File: src/design/lbc_pkg.sv
// Package for the ladder branch condition engine: opcodes, widths, carriers
package lbc_pkg;
    localparam int TEMP_BITS    = 8;
    localparam int TEMP_IDX_W   = 3;
    localparam int ADDR_W       = 16;
    localparam logic [7:0] TEMP_RESET = 8'h00;
    localparam logic       COND_RESET = 1'b0;
    localparam logic       ILK_RESET  = 1'b0;

    typedef enum logic [3:0] {
        LBC_OP_NOP        = 4'h0,
        LBC_OP_LOAD       = 4'h1,
        LBC_OP_LOAD_NOT   = 4'h2,
        LBC_OP_AND        = 4'h3,
        LBC_OP_AND_NOT    = 4'h4,
        LBC_OP_LOAD_TEMP  = 4'h5,
        LBC_OP_OUT_TEMP   = 4'h6,
        LBC_OP_RIGHT      = 4'h7,
        LBC_OP_IL_BEGIN   = 4'h8,
        LBC_OP_IL_CLEAR   = 4'h9
    } lbc_op_t;

    // One instruction as fetched from program memory
    typedef struct packed {
        logic [ADDR_W-1:0]     addr;
        lbc_op_t               op;
        logic                  bit_status;
        logic [TEMP_IDX_W-1:0] temp_idx;
    } lbc_instr_t;

    // Result handed to the right-hand instruction executor
    typedef struct packed {
        logic [ADDR_W-1:0] addr;
        logic              exec_cond;
        logic              forced_off;
    } lbc_result_t;
endpackage

File: src/design/lbc_temp_store.sv
// Eight single-bit temporary condition locations with registered read port
module lbc_temp_store
    import lbc_pkg::*;
(
    input  wire logic                  sys_clk,
    input  wire logic                  sys_rst,
    input  wire logic                  wr_en,
    input  wire logic [TEMP_IDX_W-1:0] wr_idx,
    input  wire logic                  wr_data,
    input  wire logic [TEMP_IDX_W-1:0] rd_idx,
    output logic                       rd_data,
    output logic [TEMP_BITS-1:0]       all_bits
);
    logic [TEMP_BITS-1:0] bits_r;
    logic [TEMP_BITS-1:0] bits_nxt;
    logic                 rd_r;
    logic                 rd_nxt;

    genvar g;
    generate
        for (g = 0; g < TEMP_BITS; g++) begin : g_bit
            always_comb begin
                bits_nxt[g] = (wr_en && wr_idx == TEMP_IDX_W'(g)) ? wr_data : bits_r[g];
            end
        end
    endgenerate

    always_comb begin
        rd_nxt = bits_r[rd_idx];
    end

    always_ff @(posedge sys_clk or posedge sys_rst) begin
        if (sys_rst) begin
            bits_r <= TEMP_RESET;
            rd_r   <= 1'b0;
        end else begin
            bits_r <= bits_nxt;
            rd_r   <= rd_nxt;
        end
    end

    assign rd_data  = rd_r;
    assign all_bits = bits_r;
endmodule

File: src/design/lbc_engine.sv
// Ladder branch condition engine: execution condition, temp bits, interlock
// Function
// - Eight one-bit temporary condition stores, indexed zero to seven.
// - Output to temp bit saves current condition; condition unchanged.
// - Load from temp bit restores the saved condition.
// - Load sets condition from bit status; AND combines with bit status.
// - Inverted AND combines condition with complemented bit status.
// - Instructions are expected in strictly ascending address order; a step out of order sets order_error and still executes.
// - Interlock with OFF forces OFF right-hand conditions until clear.
// - Interlock with ON leaves section conditions unmodified.
// - After interlock clear, forcing stops and normal execution resumes.
// - Several interlocks may share one clear; earlier OFF keeps forcing.
// - Later interlock OFF forces only from itself up to the clear.
// - Interlock and clear carry no operand; clear line has no conditions.
module lbc_engine
    import lbc_pkg::*;
(
    input  wire logic            sys_clk,
    input  wire logic            sys_rst,
    input  wire logic            scan_start,
    input  wire logic            instr_valid,
    input  wire lbc_instr_t      instr,
    output logic                 instr_ready,
    output logic                 result_valid,
    output lbc_result_t          result,
    output logic                 exec_cond,
    output logic                 interlock_active,
    output logic                 order_error,
    output logic [TEMP_BITS-1:0] temp_bits
);
    // Temp load takes two cycles because the store's read data is registered
    typedef enum logic [0:0] {LBC_ST_RUN, LBC_ST_TEMP_WAIT} lbc_state_t;

    lbc_state_t        state_r;
    lbc_state_t        state_nxt;
    logic              cond_r;
    logic              cond_nxt;
    logic              ilk_r;
    logic              ilk_nxt;
    logic              ilk_base;
    logic [ADDR_W-1:0] last_addr_r;
    logic [ADDR_W-1:0] last_addr_nxt;
    logic              have_addr_r;
    logic              have_addr_nxt;
    logic              err_r;
    logic              err_nxt;
    logic              res_valid_r;
    logic              res_valid_nxt;
    lbc_result_t       res_r;
    lbc_result_t       res_nxt;
    logic              tmp_wr;
    logic              tmp_rd;
    logic              take;

    // Refusing the step after a restore keeps the store's read port registered
    assign instr_ready = (state_r == LBC_ST_RUN);
    assign take        = instr_valid && instr_ready;

    lbc_temp_store u_temp (
        .sys_clk  (sys_clk),
        .sys_rst  (sys_rst),
        .wr_en    (tmp_wr),
        .wr_idx   (instr.temp_idx),
        .wr_data  (cond_r),
        .rd_idx   (instr.temp_idx),
        .rd_data  (tmp_rd),
        .all_bits (temp_bits)
    );
    assign tmp_wr = take && instr.op == LBC_OP_OUT_TEMP;

    // order tracking; a new scan forgets the previous address
    always_comb begin
        last_addr_nxt = last_addr_r;
        have_addr_nxt = have_addr_r;
        err_nxt       = err_r;
        if (scan_start) begin
            have_addr_nxt = 1'b0;
            err_nxt       = 1'b0;
        end
        if (take) begin
            // A step out of order is flagged, yet still executed as written
            if (have_addr_r && !scan_start && instr.addr <= last_addr_r) begin
                err_nxt = 1'b1;
            end
            last_addr_nxt = instr.addr;
            have_addr_nxt = 1'b1;
        end
    end

    always_ff @(posedge sys_clk or posedge sys_rst) begin
        if (sys_rst) begin
            last_addr_r <= '0;
            have_addr_r <= 1'b0;
            err_r       <= 1'b0;
        end else begin
            last_addr_r <= last_addr_nxt;
            have_addr_r <= have_addr_nxt;
            err_r       <= err_nxt;
        end
    end

    // Current execution condition and the temp-restore wait
    always_comb begin
        state_nxt = state_r;
        cond_nxt  = cond_r;
        case (state_r)
            LBC_ST_RUN: begin
                if (take) begin
                    case (instr.op)
                        LBC_OP_LOAD: begin
                            cond_nxt = instr.bit_status;
                        end
                        LBC_OP_LOAD_NOT: begin
                            cond_nxt = !instr.bit_status;
                        end
                        LBC_OP_AND: begin
                            cond_nxt = cond_r && instr.bit_status;
                        end
                        LBC_OP_AND_NOT: begin
                            cond_nxt = cond_r && !instr.bit_status;
                        end
                        LBC_OP_LOAD_TEMP: begin
                            state_nxt = LBC_ST_TEMP_WAIT;
                        end
                        LBC_OP_OUT_TEMP: begin
                            cond_nxt = cond_r;
                        end
                        // Right-hand, interlock and unknown steps keep it
                        default: begin
                            cond_nxt = cond_r;
                        end
                    endcase
                end
            end
            LBC_ST_TEMP_WAIT: begin
                cond_nxt  = tmp_rd;
                state_nxt = LBC_ST_RUN;
            end
            default: begin
                state_nxt = LBC_ST_RUN;
            end
        endcase
    end

    always_ff @(posedge sys_clk or posedge sys_rst) begin
        if (sys_rst) begin
            state_r <= LBC_ST_RUN;
            cond_r  <= COND_RESET;
        end else begin
            state_r <= state_nxt;
            cond_r  <= cond_nxt;
        end
    end

    // one interlock flag; a new scan drops it as well
    assign ilk_base = scan_start ? ILK_RESET : ilk_r;

    // An OFF interlock in the same step as a new scan still sets the flag
    always_comb begin
        ilk_nxt = ilk_base;
        if (take) begin
            case (instr.op)
                LBC_OP_IL_BEGIN: begin
                    // OFF sets; ON never clears an earlier OFF
                    if (!cond_r) begin
                        ilk_nxt = 1'b1;
                    end
                end
                // clear ends forcing, no operand used
                LBC_OP_IL_CLEAR: begin
                    ilk_nxt = 1'b0;
                end
                default: begin
                    ilk_nxt = ilk_base;
                end
            endcase
        end
    end

    always_ff @(posedge sys_clk or posedge sys_rst) begin
        if (sys_rst) begin
            ilk_r <= ILK_RESET;
        end else begin
            ilk_r <= ilk_nxt;
        end
    end

    // right-hand result, forced OFF only while the flag is set
    always_comb begin
        res_valid_nxt = 1'b0;
        // Result keeps its last value between right-hand steps
        res_nxt       = res_r;
        if (take && instr.op == LBC_OP_RIGHT) begin
            res_valid_nxt      = 1'b1;
            res_nxt.addr       = instr.addr;
            res_nxt.exec_cond  = cond_r && !ilk_r;
            res_nxt.forced_off = ilk_r;
        end
    end

    always_ff @(posedge sys_clk or posedge sys_rst) begin
        if (sys_rst) begin
            res_valid_r <= 1'b0;
            res_r       <= '0;
        end else begin
            res_valid_r <= res_valid_nxt;
            res_r       <= res_nxt;
        end
    end

    assign result_valid     = res_valid_r;
    assign result           = res_r;
    assign exec_cond        = cond_r;
    assign interlock_active = ilk_r;
    assign order_error      = err_r;
endmodule

File: config.mk
export PLATFORM = sky130hd
export DESIGN_NAME = lbc_engine
export DESIGN_NICKNAME = d
export VERILOG_FILES = /design/src/design/lbc_pkg.sv /design/src/design/lbc_temp_store.sv /design/src/design/lbc_engine.sv
export SDC_FILE = /design/constraint.sdc
export NUM_CORES = 1
export LEC_CHECK = 0
export ABC_AREA = 0
export ABC_CLOCK_PERIOD_IN_PS = 2500
export BUFFER_PORTS_ARGS = -buffer_cell sky130_fd_sc_hd__buf_2
export CORE_ASPECT_RATIO = 0.9
export CORE_UTILIZATION = 30
export CTS_CLUSTER_DIAMETER = 100
export CTS_CLUSTER_SIZE = 28
export DETAILED_ROUTE_END_ITERATION = 12
export PLACE_DENSITY_LB_ADDON = 0.08
export RECOVER_POWER = 50
export SYNTH_ARGS = -nofsm -noshare
export SYNTH_HDL_FRONTEND = slang
export SYNTH_SLANG_ARGS = --single-unit
export TNS_END_PERCENT = 5
File: constraint.sdc
create_clock -name sys_clk -period 2.5 [get_ports sys_clk]
set_input_delay 0.25 -clock sys_clk [delete_from_list [all_inputs] [get_ports sys_clk]]
set_output_delay 0.25 -clock sys_clk [all_outputs]
set_load 0.02 [all_outputs]
# After elaboration in Yosys (flattened, before gate mapping)

Cells that the tools add are included.

Output and inout bits: 31
Logic and storage cells: 80
Bits of input ports: 28
Bits in registers: 49

Reduce and logical (&&, ||, !) cells: 22
Bitwise gates (word level): 1
Muxes and demuxes: 18
Magnitude comparators: 2
Equal/unequal tests: 18

Operators by type and width:

| cell                                               | number |
|---|---|
| == test 4 x 3 -> 1 bit, second input constant      | 4 |
| less-or-equal comparator 16 bit                    | 1 |
| logical AND 1 bit                                  | 16 |
| two-way mux 1 bit                                  | 13 |
| == test 3 bit, second input constant               | 4 |
| == test 4 x 2 -> 1 bit, second input constant      | 2 |
| == test 4 bit, second input constant               | 2 |
| == test 3 x 2 -> 1 bit, second input constant      | 2 |
| one-hot mux 1 bit (2 select lines)                 | 3 |
| != test 5 x 1 -> 1 bit, second input constant      | 1 |
| == test 4 x 1 -> 1 bit, second input constant      | 1 |
| < comparator 3 x 4 -> 1 bit, second input constant | 1 |
| one-hot mux 1 bit (4 select lines)                 | 1 |
| binary-select mux 1 bit (select 3 bit)             | 1 |
| == test 3 x 1 -> 1 bit, second input constant      | 1 |
| logical NOT 1 bit                                  | 3 |
| logical NOT 3 bit                                  | 1 |
| != test 2 x 1 -> 1 bit, second input constant      | 1 |
| AND reduction 2 bit                                | 1 |
| nonzero test 2 bit                                 | 1 |
| NOT 1 bit                                          | 1 |

# Logic depth before layout (Yosys ltp)

Gate-level depths: netlist of the first run.

Word-level depth: 5
Depth in mapped cells: 6
Depth with buffers taken out: 6

# Modules after synthesis

A second synthesis of the first run with hierarchy kept.

Cell total of the unflattened synthesis: 216
Area, all modules: 2,506.2 µm²

By module, submodules not included:

| module         | cells each | times used | sequential area each (µm²) | area each (µm²) |
|---|---|---|---|---|
| lbc_engine     | 187        | 1          | 1,001.0                    | 2,044.5 |
| lbc_temp_store | 29         | 1          | 225.2                      | 461.7 |

# Worst setup path after synthesis of the first run

OpenSTA, ideal clock, no wires.

Kind: register to register
Start point: register last_addr_r[15]
End point: register err_r, in the netlist order_error
Slack: 0.981 ns
Required time: 2.365 ns
Cell stages (with the launch flop): 7
Setup time: 0.135 ns
Buffers on the path: 0
Period minus slack after synthesis: 1.519 ns
Data arrival time: 1.384 ns
Cells stage by stage: dfrtp_1 -> inv_1 -> ha_1 -> nand4_1 -> nor4_1 -> a21boi_0 -> o31ai_1

Cells in the longest elaborated chain, start to end: 4

Ends and longest elaborated chain:

| what                            | RTL line         | text |
|---|---|---|
| start: declaration              | lbc_engine.sv:41 | `logic [ADDR_W-1:0] last_addr_r;` |
| start signal: assignment        | lbc_engine.sv:96 | `last_addr_r <= last_addr_nxt;` |
| less-or-equal comparator 16 bit | lbc_engine.sv:82 | `if (have_addr_r && !scan_start && instr.addr <= last_addr_r) begin` |
| logical AND 1 bit               | lbc_engine.sv:82 |  |
| two-way mux 1 bit               | lbc_engine.sv:82 |  |
| two-way mux 1 bit               | lbc_engine.sv:80 | `if (take) begin` |
| via err_nxt                     | lbc_engine.sv:46 | `logic err_nxt;` |
| end signal: assignment          | lbc_engine.sv:98 | `err_r <= err_nxt;` |
| end: declaration                | lbc_engine.sv:45 | `logic err_r;` |

The timed path passes the listed nets, and every way through them passes these cells.
A chain may end at the register's enable or synchronous reset.

# Worst setup path after layout of the first run

Same ends and word-level chain as after synthesis.

==> flow_metrics.py, run 1 <==
metrics = {
    "cells_and_area": {
        "area.growth.synth_to_final_pct": 17.8,
        "layoutNonFillerInstCount": 363,
        "antenna_cells": 0,
        "nNetsFinal": 308,
        "drive_above_1_share": 0.379,
    },
    "timing": {
        "whs_ps": 200,
        "tightest_slew_ps": 1260,
        "min_period_over_period": 0.747,
        "max_freq_mhz": 536,
        "finalHoldViolCount": 0,
        "fin_worst_skew_ps": 10.5,
        "slew_viol_final": 0,
        "setup-tns-final_ps": 0,
        "maxSlewHeadroom": 0.159,
        "setup_viol": 0,
        "rsz0062_at_grt": "false",
        "fin_crit_ps": 1870,
    },
    "routing": {
        "drtPass1Iterations": 4,
        "drc": 0,
        "totalWireLength_microns": 5130,
        "vias_per_cell": 4.70,
        "dr_total_vias": 1707,
        "drt_iter0_drc": 54,
        "ant_nets": 0,
        "avgRoutedWirePerCell_microns": 14.1,
    },
    "worst_setup_path": {
        "worstPathCellList": "inv_1, ha_1, nand4_1, nor4_1, a21boi_0, o31ai_1",
        "crit_slowest_cell": "nor4_1",
        "arrival_ps": 2050,
        "slowest_delay_ps": 460,
        "startpoint_type": "register",
        "critical_path_required_ps": 2680,
        "criticalPathCategory": "reg2reg",
        "critPathMaxFanout": 4,
        "end_kind": "register",
    },
    "outcome": {
        "outcome": "finished clean",
    },
    "power": {
        "ir_worst_vdd_mv": 0.238,
        "fin_total_pwr_w": 0.00196,
        "p_leak_nw": 1.53,
        "power.density_nw_per_um2": 656,
    },
    "yosys": {
        "ys_top_cells_by_area": "dfrtp_1 (48%), mux2_2 (10%), mux2_4 (9.4%), ha_1 (7.9%), inv_1 (3.4%)",
        "async_flop_share": 1.00,
        "synth_common_cells": "dfrtp_1 (49), inv_1 (23), mux2_2 (23), ha_1 (16), mux2_4 (16)",
        "syn-num-nets": 248,
        "synth_cell_types": 42,
        "ys_ff_latch": 49,
        "synth_cells": 204,
        "synth-edff-count": 0,
        "synth_area_leader_cell": "dfrtp_1",
        "synth_top_area_frac": 0.482,
        "yosysSeqAreaShare": 0.482,
        "ys.flop_type": "dfrtp_1",
        "synth_area_sq_um": 2540,
        "syn_avg_cell_area_sq_um": 12.5,
        "synth_most_common_cell": "dfrtp_1",
        "ys_warn_count": 0,
    },
    "clock_network": {
        "clock-sinks": 49,
        "path_clk_slew_ps": 100,
        "cts_tree": "yes",
        "cts_made_buffers": 5,
        "cts_hold_buf": 0,
        "insertion_delay_ps": 300,
        "postCtsResizedCells": 0,
        "cts_max_level": 2,
        "cts.path.max_buffers": 2,
        "cts_setup_buffers": 0,
        "clockRootBuffer": "clkbuf_8",
    },
    "floorplan": {
        "die_x_microns": 99.1,
        "start_util": 0.312,
        "rows": 31,
        "die_area_sq_um": 8850,
        "boundaryPins": 59,
        "die_y_microns": 89.4,
        "core_sq_um": 8150,
    },
    "global_route": {
        "track_usage": 0.124,
        "grt_pass1_wl_microns": 8360,
        "grt_max_degree": 50,
        "grt.overflow.total": 0,
        "antenna_found_initial": 1,
        "grt_pass1_vias": 1642,
    },
    "place": {
        "gp_congestion": 0.706,
        "hpwl_microns": 3710,
        "placedCellCount": 356,
        "portBuffers": 58,
    },
    "job": {
        "cap_violations": 0,
    },
    "hold_path": {
        "hp-class": "in2reg",
    },
}
[worst paths after layout]
check	startpoint	to	slack [ps]	cells past startpoint
worst max register to register	last_addr_r[15]	order_error	630	6
max in group asynchronous	sys_rst	result[12]	1390	3
worst min register to register	result[2]	result[2]	490	2
worst min-delay path	instr[5]	state_r	200	2
worst max-delay path	last_addr_r[15]	order_error	630	6
min in group asynchronous	sys_rst	result[8]	360	3
[per-layer routing]
metal / vias up / global-route usage / wire [microns]
met5: - / 0 / 10
met1: 828 / 0.176 / 2670
met4: 2 / 0.0361 / 51
li1: 833 / - / -
met2: 37 / 0.183 / 2170
met3: 7 / 0.0352 / 226
[sequential cells by signal, indices dropped and copies added (netlist names)]
signal and flops:
have_addr_r 1, order_error 1, interlock_active 1, result_valid 1
u_temp.rd_data 1, result 18, last_addr_r 16, exec_cond 1
state_r 1, u_temp.all_bits 8
[per-stage QoR]
step                      utilization  setup slack (ps)  area (sq um)
after detailed placement        0.360               685          2930
after CTS                       0.370               669          3020
after global placement          0.360               864          2930
final                           0.368               633          3000
after global routing            0.368               534          3000
after floorplan                     -               981          2540
[cell usage in the layout (no fill, tap or decap), drive strengths merged, types with 3 or more instances in the layout]
cell and count:
nand3 4, nand3b 3, mux2 39, o21ai 5, buf 47, clkbuf 20, dfrtp 49, nand4 3
inv 23, nor2 4, ha 16, nand2b 3, nor3b 3, a21oi 7, nand2 13
[layout make-up]
cell class | instances | area (sq um)
Fill cell | 840 | 5150
Inverter | 23 | 86.3
Tap cell | 99 | 124
Clock buffer | 7 | 86.3
Timing Repair Buffer | 60 | 288
Sequential cell | 49 | 1230
Multi-Input combinational cell | 125 | 1180
[kinds of logic (layout without fill, tap and decap cells)]
logic type / after synthesis / count (layout) / share of synthesized area
flip-flops: 49 / 49 / 0.482
AND/OR/NAND/NOR: 44 / 44 / 0.111
multiplexers: 41 / 41 / 0.214
buffers and inverters: 30 / 90 / 0.0507
AO/OA/AOI/OAI: 24 / 24 / 0.0635
adder cells (fa/ha/maj): 16 / 16 / 0.0787
[critical path, delay by kind of cell (launching register included)]
| kind | cells | cell delay [ps] |
|---|---|---|
| fa+ha+maj | 1 | 320 |
| flops | 1 | 350 |
| compound gates | 2 | 400 |
| buf+inv | 1 | 50 |
| simple gates | 2 | 630 |
[report_power, final]
group / internal, W / leakage, nW / switching, W
sequential: 0.000905 / 0.613 / 0.0000702
combinational: 0.000228 / 0.872 / 0.000277
clock: 0.000220 / 0.0443 / 0.000263
No activity file was read; power rests on OpenSTA's default activity.
==> inputs of run 2 (changes only) <==
- ABC_AREA: 0 -> 1
- ABC_CLOCK_PERIOD_IN_PS: 2500 -> 1500
- clock period: 2.5 -> 1.5 ns (I/O delays scaled with it)
==> run 2 against run 1 <==
Core utilization is 1.8 points higher. Die area grew 2.4%. Clock power is 61% higher. Register-to-register slack got worse by 530 ps. Critical path depth up 3. Synthesized area grew 2.5%. Clock skew is 5.8 ps lower. Worst setup slack lost 530 ps. Non-clock buffer count rose by 7. Maximum frequency is 34% higher. Clock-buffer cell count shrank 2.
==> flow_metrics.py, run 2 <==
metrics = {
    "yosys": {
        "synth_cell_types": 31,
        "syn_avg_cell_area_sq_um": 8.55,
        "ys.flop_type": "dfrtp_1",
        "synth-edff-count": 0,
        "synth_top_area_frac": 0.470,
        "synth_cells": 305,
        "ys_warn_count": 0,
        "ys_ff_latch": 49,
        "synth_most_common_cell": "nand2_1",
        "async_flop_share": 1.00,
        "synth_common_cells": "nand2_1 (77), inv_1 (54), dfrtp_1 (49), o21ai_0 (21)",
        "synth_area_sq_um": 2610,
        "synth_area_leader_cell": "dfrtp_1",
        "yosysSeqAreaShare": 0.470,
        "ys_top_cells_by_area": "dfrtp_1 (47%), nand2_1 (11%), inv_1 (7.8%), ha_1 (7.7%), o21ai_2 (5.4%)",
        "syn-num-nets": 349,
    },
    "cells_and_area": {
        "nNetsFinal": 417,
        "drive_above_1_share": 0.259,
        "largest_reg_flops": 18,
        "area.growth.synth_to_final_pct": 21.7,
        "antenna_cells": 0,
        "mostFrequentLayoutCells": "nand2_1 (77), inv_1 (53), dfrtp_1 (49)",
        "final_common_cell": "nand2_1",
    },
    "clock_network": {
        "cts.path.max_buffers": 2,
        "clock-sinks": 49,
        "path_clk_slew_ps": 90,
        "insertion_delay_ps": 300,
        "clockRootBuffer": "clkbuf_8",
        "cts_tree": "yes",
        "cts_made_buffers": 5,
        "cts_max_level": 2,
    },
    "timing": {
        "setup_viol": 0,
        "min_period_over_period": 0.932,
        "fin_worst_skew_ps": 4.74,
        "max_freq_mhz": 716,
        "slew_viol_final": 0,
        "maxSlewHeadroom": 0.479,
        "finalHoldViolCount": 0,
        "setup-tns-final_ps": 0,
        "tightest_slew_ps": 782,
        "fin_crit_ps": 1400,
        "rsz0062_at_grt": "true",
    },
    "global_route": {
        "track_usage": 0.131,
        "grt_pass1_wl_microns": 9390,
        "grt_max_degree": 37,
        "antenna_found_initial": 0,
        "grt.overflow.total": 0,
        "grt_pass1_vias": 1986,
    },
    "worst_setup_path": {
        "ff2ff_path_depth": 9,
        "r2r_end": "order_error",
        "r2r_start": "last_addr_r[11]",
        "end_kind": "register",
        "r2r_slack_ps": 100,
        "critical_path_required_ps": 1700,
        "critPathMaxFanout": 3,
        "arrival_ps": 1590,
        "startpoint_type": "register",
        "criticalPathCategory": "reg2reg",
    },
    "routing": {
        "vias_per_cell": 4.22,
        "drt_iter0_drc": 62,
        "avgRoutedWirePerCell_microns": 11.3,
        "drc": 0,
        "totalWireLength_microns": 5530,
        "drtPass1Iterations": 5,
        "ant_nets": 0,
        "dr_total_vias": 2065,
    },
    "power": {
        "swShare": 0.345,
        "p_comb_frac": 0.272,
        "power_frac_clock": 0.237,
        "power.density_nw_per_um2": 1040,
        "seqPwrFrac": 0.491,
        "p_leak_nw": 1.70,
        "p_int_w": 0.00216,
        "switchingPower_w": 0.00113,
        "fin_total_pwr_w": 0.00329,
        "ir_worst_vdd_mv": 0.413,
    },
    "hold_path": {
        "min_from": "instr[5]",
        "hold_path_end": "state_r",
        "hold_depth": 2,
        "hp-class": "in2reg",
    },
    "place": {
        "portBuffers": 58,
        "hpwl_microns": 4060,
        "gp_congestion": 0.763,
    },
    "floorplan": {
        "boundaryPins": 59,
        "start_util": 0.317,
        "die_x_microns": 100,
        "die_area_sq_um": 9070,
        "rows": 31,
        "die_y_microns": 90.4,
        "core_sq_um": 8220,
    },
    "job": {
        "cap_violations": 0,
    },
    "outcome": {
        "outcome": "finished clean",
    },
}
## run 2: cell types whose count changed after synthesis, sizes merged, moves of 3 or more
cell    before  now
nor3b        3    0
nor2         4   17
nand2b       3    0
nand2       13   83
nand3        4    8
a31oi        0    3
nand3b       3    0
o21ai        5   41
mux2        39    0
inv         23   57
a21oi        7   12
## run 2: timing repair
action / CTS / global route
endpoints found under the hold margin: 49 / 0
endpoints found under the setup margin: 0 / 1
buffers inserted: 0 / 4
hold buffers: 1 / 0
resized for setup: 0 / 6
## run 2: kinds of logic (layout without fill, tap and decap cells)
group                    after synthesis  after routing  share of synthesized area
AO/OA/AOI/OAI                         64             64                      0.155
XOR/XNOR                               1              1                    0.00336
adder cells (fa/ha/maj)               16             16                     0.0768
buffers and inverters                 63            132                      0.102
flip-flops                            49             49                      0.470
AND/OR/NAND/NOR                      112            112                      0.193
## run 2: power groups by stage
stage	clock (W)	sequential [W]	combinational (W)
6_report	0.000781	0.00162	0.000896
5_1_grt	0.000883	0.00164	0.00101
4_1_cts	0.000829	0.00162	0.000898
3_5_place_dp	0	0.00164	0.000891
3_3_place_gp	0	0.00164	0.000890
2_1_floorplan	0	0.00180	0.000426
## run 2: worst max-delay path by stage
stage	start	end	slack, ps	depth (start not counted)
2_1_floorplan	sys_rst	exec_cond	180	1
3_3_place_gp	last_addr_r[13]	order_error	100	9
5_1_grt	last_addr_r[11]	order_error	-60	9
6_report	last_addr_r[11]	order_error	100	9
4_1_cts	last_addr_r[11]	order_error	20	9
3_5_place_dp	last_addr_r[11]	order_error	50	9
## run 2: per-layer routing
layer	global-route usage	up-vias	part of all wire
met5	0	-	0
met2	0.199	34	0.43
met3	0.0302	2	0.036
met4	0.0362	0	0.0058
li1	-	1097	-
met1	0.186	932	0.53
## run 2: critical path: stages (launching register included)
cell and delay [ps]:
dfrtp_1 360, inv_1 70, ha_4 270, nand4_1 110, nor3_2 220, nand2_1 70
nand2_1 60, nand2_1 50, nand2_1 50, nand2_1 50
## run 2: stage by stage
stage               hold WS (ps)  worst slack (ps)   util  instances  instance area [sq um]
detailed placement           204              48.1  0.368        476                   3020
CTS                         61.7              17.3  0.379        485                   3120
finish                      80.8               103  0.386        489                   3170
floorplan                    223               177      -        305                   2610
global placement             204              99.8  0.368        476                   3020
global route                67.9             -58.0  0.386        489                   3170
## run 2: layout make-up
type                    count  area (sq um)
fillers                   895          5050
flip-flops and latches     49          1230
multi-input cells         193          1160
repair buffers             67           340
inverters                  57           219
well taps                 115           144
clock buffers               5          68.8
clock inverters             3          17.5
==> inputs of run 3 (changes only) <==
- CORE_ASPECT_RATIO: 0.9 -> not set
==> run 3 against run 2 <==
Combinational power is 2% lower. Critical path depth is 1 lower. Register-to-register slack improved by 50 ps. Sequential share of layout area up 0.12 points. Clock power is 29% higher. Worst setup slack improved by 54 ps. Final area is 0.32% lower. Clock skew is 1.9 ps higher. Sequential cell count unchanged. First-iteration DRC count increased by 60%. Critical path type unchanged.
==> flow_metrics.py, run 3 (synthesized netlist as in run 2, its figures left out) <==
metrics = {
    "outcome": {
        "outcome": "finished clean",
    },
    "timing": {
        "rsz0062_at_grt": "false",
        "finalHoldViolCount": 0,
        "whs_ps": 59.8,
        "maxSlewHeadroom": 0.455,
        "min_period_over_period": 0.895,
        "fin_worst_skew_ps": 6.64,
        "setup-tns-final_ps": 0,
        "setup_slack_ps": 157,
        "slew_viol_final": 0,
        "fin_crit_ps": 1340,
        "max_freq_mhz": 744,
        "setup_viol": 0,
        "tightest_slew_ps": 817,
    },
    "routing": {
        "totalWireLength_microns": 5390,
        "ant_nets": 0,
        "vias_per_cell": 4.32,
        "drtPass1Iterations": 4,
        "drc": 0,
        "drt_iter0_drc": 99,
        "dr_total_vias": 2051,
        "avgRoutedWirePerCell_microns": 11.3,
    },
    "floorplan": {
        "start_util": 0.314,
        "boundaryPins": 59,
        "die_y_microns": 95.2,
        "die_area_sq_um": 9060,
        "die_x_microns": 95.2,
        "rows": 33,
        "core_sq_um": 8300,
    },
    "cells_and_area": {
        "area.growth.synth_to_final_pct": 21.4,
        "fillers": 882,
        "final_common_cell": "nand2_1",
        "nNetsFinal": 413,
        "ff_latch_area_sq_um": 1230,
        "mostFrequentLayoutCells": "nand2_1 (76), inv_1 (55), dfrtp_1 (49)",
        "antenna_cells": 0,
        "largest_reg_flops": 18,
        "drive_above_1_share": 0.246,
        "multi_input_area_sq_um": 1120,
    },
    "worst_setup_path": {
        "startpoint_type": "register",
        "end_kind": "register",
        "r2r_slack_ps": 160,
        "critPathMaxFanout": 33,
        "criticalPathCategory": "reg2reg",
        "arrival_ps": 1580,
        "critical_path_required_ps": 1730,
    },
    "global_route": {
        "track_usage": 0.132,
        "grt.overflow.total": 0,
        "grt_max_degree": 37,
        "grt_pass1_vias": 1959,
        "grt_pass1_wl_microns": 9280,
        "antenna_found_initial": 0,
    },
    "clock_network": {
        "insertion_delay_ps": 310,
        "cts.path.max_buffers": 2,
        "cts_max_level": 2,
        "clock-sinks": 49,
        "cts_made_buffers": 5,
        "clockRootBuffer": "clkbuf_8",
        "cts_tree": "yes",
        "path_clk_slew_ps": 90,
    },
    "power": {
        "fin_total_pwr_w": 0.00351,
        "power.density_nw_per_um2": 1110,
        "ir_worst_vdd_mv": 0.491,
        "p_leak_nw": 1.71,
    },
    "job": {
        "cap_violations": 0,
    },
    "place": {
        "gp_congestion": 0.775,
        "hpwl_microns": 4130,
        "pre_cts_slack_ps": 94.3,
        "portBuffers": 58,
    },
    "hold_path": {
        "hp-class": "in2reg",
    },
}
==> run 3: cell type report <==
type	count	share of cell area
timing repair buffer	63	0.108
clock inverter	2	0.0119
inverter	57	0.0692
tap	105	0.0415
multi-input combinational	193	0.356
clock buffer	6	0.0261
sequential	49	0.388
==> run 3: timing repair <==
| action | in CTS | in global routing |
|---|---|---|
| resized for setup | 0 | 3 |
| hold endpoints to repair | 17 | 0 |
| setup endpoints to repair | 0 | 1 |
| hold buffers | 1 | 0 |
| setup buffers | 0 | 0 |
==> run 3: worst max-delay path, cell delays in order, from the launching register on <==
cell and delay [ps]:
dfrtp_1 380, inv_1 100, nand2_4 80, inv_4 40
nand2_4 70, nor2_8 40, inv_4 340, nand2_1 120
o21ai_2 80
==> run 3: per-stage QoR <==
step                cell area, sq um  cells   util
floorplan                       2610    305      -
global placement                3040    466  0.366
detailed placement              3040    466  0.366
CTS                             3170    475  0.382
global route                    3160    475  0.381
finish                          3160    475  0.381
==> run 3: worst paths after layout <==
| kind | from | end | cells after the start |
|---|---|---|---|
| max | state_r | result[4] | 8 |
| min | instr[5] | state_r | 2 |
| max reg2reg | state_r | result[4] | 8 |
| min reg2reg | have_addr_r | have_addr_r | 2 |
| max in group asynchronous | sys_rst | last_addr_r[2] | 4 |
| min in group asynchronous | sys_rst | result[13] | 3 |
==> run 3: layer usage <==
metal,global-route usage,routed length (microns),up-vias
met4,0.0492,70,0
met1,0.178,2690,911
li1,-,-,1089
met2,0.208,2380,46
met5,0,0,-
met3,0.0279,242,5
==> run 3: where the power goes <==
| group | total, W | internal [W] | switching, W |
|---|---|---|---|
| Sequential | 0.00162 | 0.00150 | 0.000113 |
| Clock | 0.00101 | 0.000543 | 0.000470 |
| Combinational | 0.000877 | 0.000321 | 0.000557 |
